**config.mk**
```make
export PLATFORM = sky130hd
export DESIGN_NAME = adc_output_data_formatter
export DESIGN_NICKNAME = d
export VERILOG_FILES = /design/src/fmt_pkg.sv /design/src/adc_output_data_formatter.sv /design/src/sample_coder.sv
export VERILOG_INCLUDE_DIRS = /design/src /design/src/src
export SDC_FILE = /design/constraint.sdc
export NUM_CORES = 1
export LEC_CHECK = 0
export BUFFER_PORTS_ARGS = -buffer_cell sky130_fd_sc_hd__clkbuf_2
export CORE_ASPECT_RATIO = 1.1
export CORE_MARGIN = 2
export CORE_UTILIZATION = 45
export DETAILED_ROUTE_END_ITERATION = 10
export GPL_TIMING_DRIVEN = 0
export PLACE_DENSITY = 0.71
export RECOVER_POWER = 50
export SLEW_MARGIN = 10
export SYNTH_ARGS = -nofsm -noshare
export SYNTH_HDL_FRONTEND = slang
export SYNTH_SLANG_ARGS = --single-unit
```
**constraint.sdc**
```tcl
create_clock -name sys_clk -period 2 [get_ports sys_clk]
set_input_delay 0.4 -clock sys_clk [delete_from_list [all_inputs] [get_ports sys_clk]]
set_output_delay 0.4 -clock sys_clk [all_outputs]
set_load 0.02 [all_outputs]
```
**src/fmt_cfg.svh**
```systemverilog
// constants of the output data formatter: register offset, field positions, patterns
// assumes inclusion by bare name from the package and the design modules
`ifndef FMT_CFG_SVH
`define FMT_CFG_SVH
`define FMT_REG_ADDR      8'h04
`define FMT_REG_RESET     8'h00
`define FMT_BIT_CODING    0
`define FMT_BIT_SCRAMBLE  1
`define FMT_BIT_ALTPOL    2
`define FMT_TP_LSB        3
`define FMT_TP_MSB        5
`define FMT_TP_OFF        3'h0
`define FMT_TP_ZEROS      3'h1
`define FMT_TP_ONES       3'h3
`define FMT_TP_CHECKER    3'h5
`define FMT_TP_TOGGLE     3'h7
`define FMT_CHECKER_A     13'h1555
`define FMT_CHECKER_B     13'h0AAA
`define FMT_ALTPOL_MASK   12'hAAA
`define FMT_MSB_FLIP      12'h800
`endif

```
**src/fmt_pkg.sv**
```systemverilog
// types of the output data formatter
// assumes fmt_cfg.svh on the include path
`include "fmt_cfg.svh"
package fmt_pkg;
  typedef logic [11:0] sample_t;
  typedef logic [2:0]  pattern_t;
endpackage : fmt_pkg

```
**src/adc_output_data_formatter.sv**
```systemverilog
// output data formatter of a 12-bit sampling converter
// assumes samples from the converter core on sys_clk, one per cycle when valid;
// configuration writes arrive on sys_clk from the serial port logic
`timescale 1ns/1ps
`include "fmt_cfg.svh"
module adc_output_data_formatter (
  input  wire logic             sys_clk,
  input  wire logic             rst,
  input  wire logic             cfg_wr_en,
  input  wire logic [7:0]       cfg_addr,
  input  wire logic [7:0]       cfg_wdata,
  output logic [7:0]            cfg_rdata,
  input  wire logic             sample_valid,
  input  wire fmt_pkg::sample_t sample_in,
  input  wire logic             overrange_in,
  output logic                  out_valid,
  output fmt_pkg::sample_t      sample_data_bits,
  output logic                  overrange_flag_out
);
  logic [7:0]        data_format_control_q;
  logic              phase_q;
  fmt_pkg::pattern_t test_pattern_select;
  logic              alternate_polarity_enable;
  logic              output_scramble_enable;
  logic              signed_coding_select;
  fmt_pkg::sample_t  coded;
  logic [12:0]       word_d;

  // bits 7:6 stored but have no effect
  always_ff @(posedge sys_clk or posedge rst) begin
    if (rst) begin
      data_format_control_q <= `FMT_REG_RESET;
    end else if (cfg_wr_en && cfg_addr == `FMT_REG_ADDR) begin
      data_format_control_q <= cfg_wdata;
    end
  end

  // readback registered so the output comes from a flip-flop
  always_ff @(posedge sys_clk or posedge rst) begin
    if (rst) begin
      cfg_rdata <= 8'h00;
    end else begin
      cfg_rdata <= (cfg_addr == `FMT_REG_ADDR) ? data_format_control_q : 8'h00;
    end
  end

  assign test_pattern_select       = data_format_control_q[`FMT_TP_MSB:`FMT_TP_LSB];
  assign alternate_polarity_enable = data_format_control_q[`FMT_BIT_ALTPOL];
  assign output_scramble_enable    = data_format_control_q[`FMT_BIT_SCRAMBLE];
  assign signed_coding_select      = data_format_control_q[`FMT_BIT_CODING];

  sample_coder u_coder (
    .raw                       (sample_in),
    .signed_coding_select      (signed_coding_select),
    .output_scramble_enable    (output_scramble_enable),
    .alternate_polarity_enable (alternate_polarity_enable),
    .coded                     (coded)
  );

  // pattern phase flips once per sample
  always_ff @(posedge sys_clk or posedge rst) begin
    if (rst) begin
      phase_q <= 1'b0;
    end else if (sample_valid) begin
      phase_q <= ~phase_q;
    end
  end

  // undefined patterns fall back to normal data; software must avoid them
  always_comb begin
    unique case (test_pattern_select)
      `FMT_TP_ZEROS:   word_d = 13'h0000;
      `FMT_TP_ONES:    word_d = 13'h1FFF;
      `FMT_TP_CHECKER: word_d = phase_q ? `FMT_CHECKER_B : `FMT_CHECKER_A;
      `FMT_TP_TOGGLE:  word_d = phase_q ? 13'h1FFF : 13'h0000;
      default:         word_d = {overrange_in, coded};
    endcase
  end

  // data and overrange outputs hold between samples so slow capture logic sees a stable word; out_valid follows sample_valid
  always_ff @(posedge sys_clk or posedge rst) begin
    if (rst) begin
      out_valid <= 1'b0;
    end else begin
      out_valid <= sample_valid;
    end
  end

  always_ff @(posedge sys_clk or posedge rst) begin
    if (rst) begin
      sample_data_bits <= 12'h000;
    end else if (sample_valid) begin
      sample_data_bits <= word_d[11:0];
    end
  end

  always_ff @(posedge sys_clk or posedge rst) begin
    if (rst) begin
      overrange_flag_out <= 1'b0;
    end else if (sample_valid) begin
      overrange_flag_out <= word_d[12];
    end
  end

  AST_ZEROS: assert property (@(posedge sys_clk) disable iff (rst)
    sample_valid && test_pattern_select == `FMT_TP_ZEROS
    |=> {overrange_flag_out, sample_data_bits} == 13'h0000)
    else $error("zeros pattern wrong");
  AST_ONES: assert property (@(posedge sys_clk) disable iff (rst)
    sample_valid && test_pattern_select == `FMT_TP_ONES
    |=> {overrange_flag_out, sample_data_bits} == 13'h1FFF)
    else $error("ones pattern wrong");
  AST_CHECKER: assert property (@(posedge sys_clk) disable iff (rst)
    sample_valid && test_pattern_select == `FMT_TP_CHECKER
    |=> ({overrange_flag_out, sample_data_bits} == `FMT_CHECKER_A) ||
        ({overrange_flag_out, sample_data_bits} == `FMT_CHECKER_B))
    else $error("checkerboard word wrong");
  AST_CHECKER_ALT: assert property (@(posedge sys_clk) disable iff (rst)
    (sample_valid && test_pattern_select == `FMT_TP_CHECKER) [*2]
    |=> {overrange_flag_out, sample_data_bits} == ~$past({overrange_flag_out, sample_data_bits}))
    else $error("checkerboard did not alternate");
  AST_TOGGLE_ALT: assert property (@(posedge sys_clk) disable iff (rst)
    (sample_valid && test_pattern_select == `FMT_TP_TOGGLE) [*2]
    |=> {overrange_flag_out, sample_data_bits} == ~$past({overrange_flag_out, sample_data_bits}))
    else $error("toggle pattern did not alternate");
  AST_PASS_OF: assert property (@(posedge sys_clk) disable iff (rst)
    sample_valid && test_pattern_select == `FMT_TP_OFF |=> overrange_flag_out == $past(overrange_in))
    else $error("overrange not passed");
  AST_PLAIN: assert property (@(posedge sys_clk) disable iff (rst)
    sample_valid && test_pattern_select == `FMT_TP_OFF && data_format_control_q[2:0] == 3'h0
    |=> sample_data_bits == $past(sample_in))
    else $error("offset binary pass wrong");
  AST_SIGNED: assert property (@(posedge sys_clk) disable iff (rst)
    sample_valid && test_pattern_select == `FMT_TP_OFF && data_format_control_q[2:0] == 3'h1
    |=> sample_data_bits == ($past(sample_in) ^ `FMT_MSB_FLIP))
    else $error("two's complement wrong");
  AST_ALTPOL: assert property (@(posedge sys_clk) disable iff (rst)
    sample_valid && test_pattern_select == `FMT_TP_OFF && data_format_control_q[2:1] == 2'h2
    |=> sample_data_bits == ($past(sample_in) ^ `FMT_ALTPOL_MASK))
    else $error("alternate polarity wrong");
  AST_SCRAMBLE: assert property (@(posedge sys_clk) disable iff (rst)
    sample_valid && test_pattern_select == `FMT_TP_OFF && data_format_control_q[2:0] == 3'h2
    |=> (sample_data_bits ^ {{11{sample_data_bits[0]}}, 1'b0}) == $past(sample_in))
    else $error("scramble not reversible");
  // scrambled checks undo the xor instead of rebuilding it, so a shared slip still shows
  AST_SCR_SIGNED: assert property (@(posedge sys_clk) disable iff (rst)
    sample_valid && test_pattern_select == `FMT_TP_OFF && data_format_control_q[2:0] == 3'h3
    |=> (sample_data_bits ^ {{11{sample_data_bits[0]}}, 1'b0})
        == ($past(sample_in) ^ `FMT_MSB_FLIP))
    else $error("scrambled two's complement wrong");
  AST_SCR_ALTPOL: assert property (@(posedge sys_clk) disable iff (rst)
    sample_valid && test_pattern_select == `FMT_TP_OFF && data_format_control_q[2:1] == 2'h3
    |=> (sample_data_bits ^ `FMT_ALTPOL_MASK ^ {{11{sample_data_bits[0]}}, 1'b0})
        == $past(sample_in))
    else $error("scrambled alternate polarity wrong");

  // output timing and pattern phase
  AST_OUT_VALID: assert property (@(posedge sys_clk) disable iff (rst)
    1'b1 |=> out_valid == $past(sample_valid))
    else $error("output strobe not one cycle after sample");
  AST_HOLD: assert property (@(posedge sys_clk) disable iff (rst)
    !sample_valid |=> $stable({overrange_flag_out, sample_data_bits}))
    else $error("output word moved without a sample");
  AST_PHASE: assert property (@(posedge sys_clk) disable iff (rst)
    sample_valid |=> phase_q != $past(phase_q))
    else $error("pattern phase did not advance");
  AST_PHASE_HOLD: assert property (@(posedge sys_clk) disable iff (rst)
    !sample_valid |=> $stable(phase_q))
    else $error("pattern phase moved without a sample");
  AST_CHECKER_FIRST: assert property (@(posedge sys_clk) disable iff (rst)
    sample_valid && test_pattern_select == `FMT_TP_CHECKER && !phase_q
    |=> {overrange_flag_out, sample_data_bits} == `FMT_CHECKER_A)
    else $error("checkerboard phase word wrong");
  AST_TOGGLE_FIRST: assert property (@(posedge sys_clk) disable iff (rst)
    sample_valid && test_pattern_select == `FMT_TP_TOGGLE && !phase_q
    |=> {overrange_flag_out, sample_data_bits} == 13'h0000)
    else $error("toggle phase word wrong");
  AST_TOGGLE_VAL: assert property (@(posedge sys_clk) disable iff (rst)
    sample_valid && test_pattern_select == `FMT_TP_TOGGLE
    |=> ({overrange_flag_out, sample_data_bits} == 13'h0000) ||
        ({overrange_flag_out, sample_data_bits} == 13'h1FFF))
    else $error("toggle word not all zeros or all ones");

  // register path
  AST_WRITE: assert property (@(posedge sys_clk) disable iff (rst)
    cfg_wr_en && cfg_addr == `FMT_REG_ADDR |=> data_format_control_q == $past(cfg_wdata))
    else $error("format register write lost");
  AST_NO_WRITE: assert property (@(posedge sys_clk) disable iff (rst)
    !(cfg_wr_en && cfg_addr == `FMT_REG_ADDR) |=> $stable(data_format_control_q))
    else $error("format register changed without a write");
  // readback one cycle late; the serial side has that cycle to spare
  AST_READBACK: assert property (@(posedge sys_clk) disable iff (rst)
    cfg_addr == `FMT_REG_ADDR |=> cfg_rdata == $past(data_format_control_q))
    else $error("format register readback wrong");
  AST_OTHER_ADDR: assert property (@(posedge sys_clk) disable iff (rst)
    cfg_addr != `FMT_REG_ADDR |=> cfg_rdata == 8'h00)
    else $error("unmapped address read not zero");

  COV_CHECKER: cover property (@(posedge sys_clk) disable iff (rst)
    (sample_valid && test_pattern_select == `FMT_TP_CHECKER) [*3]);
  COV_TOGGLE: cover property (@(posedge sys_clk) disable iff (rst)
    (sample_valid && test_pattern_select == `FMT_TP_TOGGLE) [*3]);
  COV_SCR_ALT: cover property (@(posedge sys_clk) disable iff (rst)
    sample_valid && data_format_control_q[2:1] == 2'h3);
  COV_SIGNED_ALTPOL: cover property (@(posedge sys_clk) disable iff (rst)
    sample_valid && test_pattern_select == `FMT_TP_OFF && data_format_control_q[2:0] == 3'h5);
  COV_WRITE_IGNORED: cover property (@(posedge sys_clk) disable iff (rst)
    cfg_wr_en && cfg_addr != `FMT_REG_ADDR);
endmodule : adc_output_data_formatter

```
**src/sample_coder.sv**
```systemverilog
// combinational coding of one sample: signed coding, scramble, alternate polarity
// assumes a registered caller; pure logic, no state
`timescale 1ns/1ps
`include "fmt_cfg.svh"
module sample_coder (
  input  wire fmt_pkg::sample_t raw,
  input  wire logic             signed_coding_select,
  input  wire logic             output_scramble_enable,
  input  wire logic             alternate_polarity_enable,
  output fmt_pkg::sample_t      coded
);
  fmt_pkg::sample_t coded_bin;
  fmt_pkg::sample_t scrambled;

  // alternate polarity overrides signed coding
  assign coded_bin = (signed_coding_select && !alternate_polarity_enable)
                     ? (raw ^ `FMT_MSB_FLIP) : raw;

  // lsb passes through unscrambled so the receiver can undo the xor
  genvar i;
  generate
    for (i = 0; i < 12; i++) begin : g_scr
      if (i == 0) begin : g_lsb
        assign scrambled[i] = coded_bin[0];
      end else begin : g_up
        assign scrambled[i] = output_scramble_enable
                              ? (coded_bin[i] ^ coded_bin[0]) : coded_bin[i];
      end
    end
  endgenerate

  assign coded = alternate_polarity_enable
                 ? (scrambled ^ `FMT_ALTPOL_MASK) : scrambled;
endmodule : sample_coder

```
==> impl_metrics.json <==
{
  "status": "complete, but fails checks",
  "violations": "DRC",
  "r2r-end": "sample_data_bits[11]$_DFFE_PP0P_",
  "slew_headroom_pct": 22.7,
  "nNetsFinal": 213,
  "grt_max_degree": 32,
  "min_period_ps": 1580,
  "power_mw": 1.45,
  "path_max_fanout": 10,
  "crit_path_start_kind": "input port",
  "ios": 55,
  "ant_nets": 0,
  "r2r_start": "data_format_control_q[5]$_DFFE_PP0P_",
  "cts_root_buf": "clkbuf_4",
  "initial_utilization_pct": 48.3,
  "critical_path_class": "in -> reg",
  "synth_edf_count": 0,
  "hold_buffers": 0,
  "yosysMostFrequentCell": "dfrtp_1",
  "whs_path_depth": 2,
  "setup_tns_ps": 0,
  "setup_viol": 0,
  "clock_latency_ps": 330,
  "coreArea_um2": 3100,
  "cts_buffers": 5,
  "drt_iter0_markers": 47,
  "postCtsSetupRepairBufs": 0,
  "sw_frac_of_total_pct": 26.1,
  "grt_antenna_before_repair": 0,
  "synth_top_area_share_pct": 51.8,
  "ys_seq_elements": 31,
  "grt_pass1_vias": 1217,
  "hpwlAfterDp_um": 2520,
  "p_sw_mw": 0.378,
  "leakagePower_nw": 0.922,
  "reg2reg_depth": 3,
  "wl_per_cell_um": 16.1,
  "dr_total_vias": 1227,
  "ys_seq_area_share_pct": 51.8,
  "required_ps": 2220,
  "routed_wl_um": 3470,
  "htree_levels": 2,
  "die_h_um": 64.5,
  "synth_ff_type": "dfrtp_1",
  "fill_cells": 273,
  "synthTopCellsByCount": "dfrtp_1, mux2_2, and3_2",
  "synth.area.top_cells": "dfrtp_1, mux2_2, a2111o_1",
  "min_to": "data_format_control_q[1]$_DFFE_PP0P_",
  "cts_num_sinks": 31,
  "worstSetupStartpoint": "sample_valid",
  "finClkSkew_ps": 7.72,
  "syn_area_um2": 1500,
  "clk_pin_slew_ps": 100,
  "avgSynthCellArea_um2": 12.6,
  "combinationalPowerShare_pct": 16.1,
  "post-route-util_pct": 60.7,
  "maxCapViolCount": 0,
  "drc": 3,
  "num_antenna_cells": 0,
  "worstMarginPinSlew_ps": 1160,
  "drive_gt1_share_pct": 50.3,
  "powerDensity_nw_per_um2": 769,
  "avgViaCountPerCell": 5.71,
  "io_buffers": 54,
  "row_count": 21,
  "dieWidth_um": 59.0,
  "syn_to_final_growth_pct": 25.7,
  "pwr-share-seq_pct": 48.4,
  "fin_crit_sh_pct": 79.2,
  "arrival_ps": 1800,
  "fmax_ghz": 0.631,
  "cts.path.max_buffers": 2,
  "synth_warnings": 0,
  "finalHoldViolCount": 0,
  "vdd_drop_max_mv": 0.429,
  "cts_resized": 0,
  "internal_power_mw": 1.07,
  "synth_nets": 152,
  "rrSetupSlack_ps": 440,
  "cts_tree": "done",
  "cp-end-kind": "flop",
  "gp_congestion": 0.697,
  "clkPwrFrac_pct": 35.5,
  "grtUsageTotal_pct": 19.5,
  "drt_first_pass_iters": 7,
  "grt_pass1_wl_um": 5450,
  "grt_overflow": 0,
  "rsz0062_at_grt": "no",
  "slew_violations": 0,
  "holdCritStartpoint": "cfg_wdata[1]",
  "synthCells": 119,
  "synth_cell_types": 27,
  "async_flop_share_pct": 100,
  "yosys.area.top_type": "dfrtp_1",
  "hp-class": "in -> reg",
  "die-area_um2": 3800
}
-- worst max path at each step --
stage | cells past startpoint | endpoint
after floorplan | 3 | data_format_control_q[0]$_DFFE_PP0P_
after global placement | 4 | data_format_control_q[5]$_DFFE_PP0P_
after detailed placement | 4 | data_format_control_q[7]$_DFFE_PP0P_
after CTS | 3 | sample_data_bits[3]$_DFFE_PP0P_
after global routing | 4 | overrange_flag_out$_DFFE_PP0P_
final | 4 | overrange_flag_out$_DFFE_PP0P_
-- critical path, cell delays in order --
cell and delay (ps):
clkbuf_1 290, clkbuf_1 440, o211ai_1 380, o22a_1 290
-- layer usage --
layer / share of wire (%) / track usage [%] / wire, µm
met5: 0 / 0 / 0
met2: 54 / 33.9 / 1860
met3: 5.0 / 5.79 / 172
met4: 2.1 / 7.67 / 73
met1: 39 / 21.9 / 1360
-- state kept, by name, indices dropped and copies added (netlist names) --
register / flops
overrange_flag_out: 1
data_format_control_q: 8
phase_q: 1
sample_data_bits: 12
out_valid: 1
cfg_rdata: 8
-- kinds of logic (layout without fill, tap and decap cells) --
kind of cell / after synthesis / after routing / synth area share, %
AND/OR/NAND/NOR: 37 / 37 / 19.1
AO/OA/AOI/OAI: 34 / 34 / 19.7
flip-flops: 31 / 31 / 51.8
multiplexers: 9 / 9 / 6.77
buffers and inverters: 7 / 69 / 2.01
XOR/XNOR: 1 / 1 / 0.585
-- power by group through the flow --
stage	combinational (mW)	clock [mW]	sequential [mW]
after floorplan	0.115	0	0.739
after global placement	0.228	0	0.710
after detailed placement	0.237	0	0.713
after CTS	0.239	0.525	0.700
after global routing	0.255	0.546	0.708
final	0.232	0.513	0.700
-- cell type report --
class / count / area [µm²] / share of cell area, %
Sequential cell: 31 / 776 / 41.3
Multi-Input combinational cell: 81 / 682 / 36.3
Timing Repair Buffer: 54 / 265 / 14.1
Clock buffer: 6 / 51.3 / 2.73
Tap cell: 34 / 42.5 / 2.26
Clock inverter: 2 / 35.0 / 1.86
Buffer: 6 / 25.0 / 1.33
Inverter: 1 / 3.75 / 0.200
-- stage by stage --
| step | area, µm² | setup slack (ps) | hold slack, ps | std cells |
|---|---|---|---|---|
| 6_report | 1880 | 416 | 299 | 215 |
| 5_1_grt | 1880 | 310 | 287 | 215 |
| 4_1_cts | 1900 | 435 | 273 | 215 |
| 3_5_place_dp | 1810 | 310 | 488 | 207 |
| 3_3_place_gp | 1810 | 364 | 481 | 207 |
| 2_1_floorplan | 1500 | 612 | 431 | 119 |
-- layout by cell type (no fill, tap or decap), drive strengths merged, types with 3 or more instances in the layout --
cell type  Yosys  final
o22a           7      7
a2111o         6      6
o221ai         6      6
a21bo          6      6
a21oi          5      5
clkbuf         4     65
mux2           9      9
or3b           5      5
dfrtp         31     31
nor2b          3      3
and3           8      8
nand3b         6      6
nor2           6      6
nand2          4      4
Power figures use the tool's default switching activity.
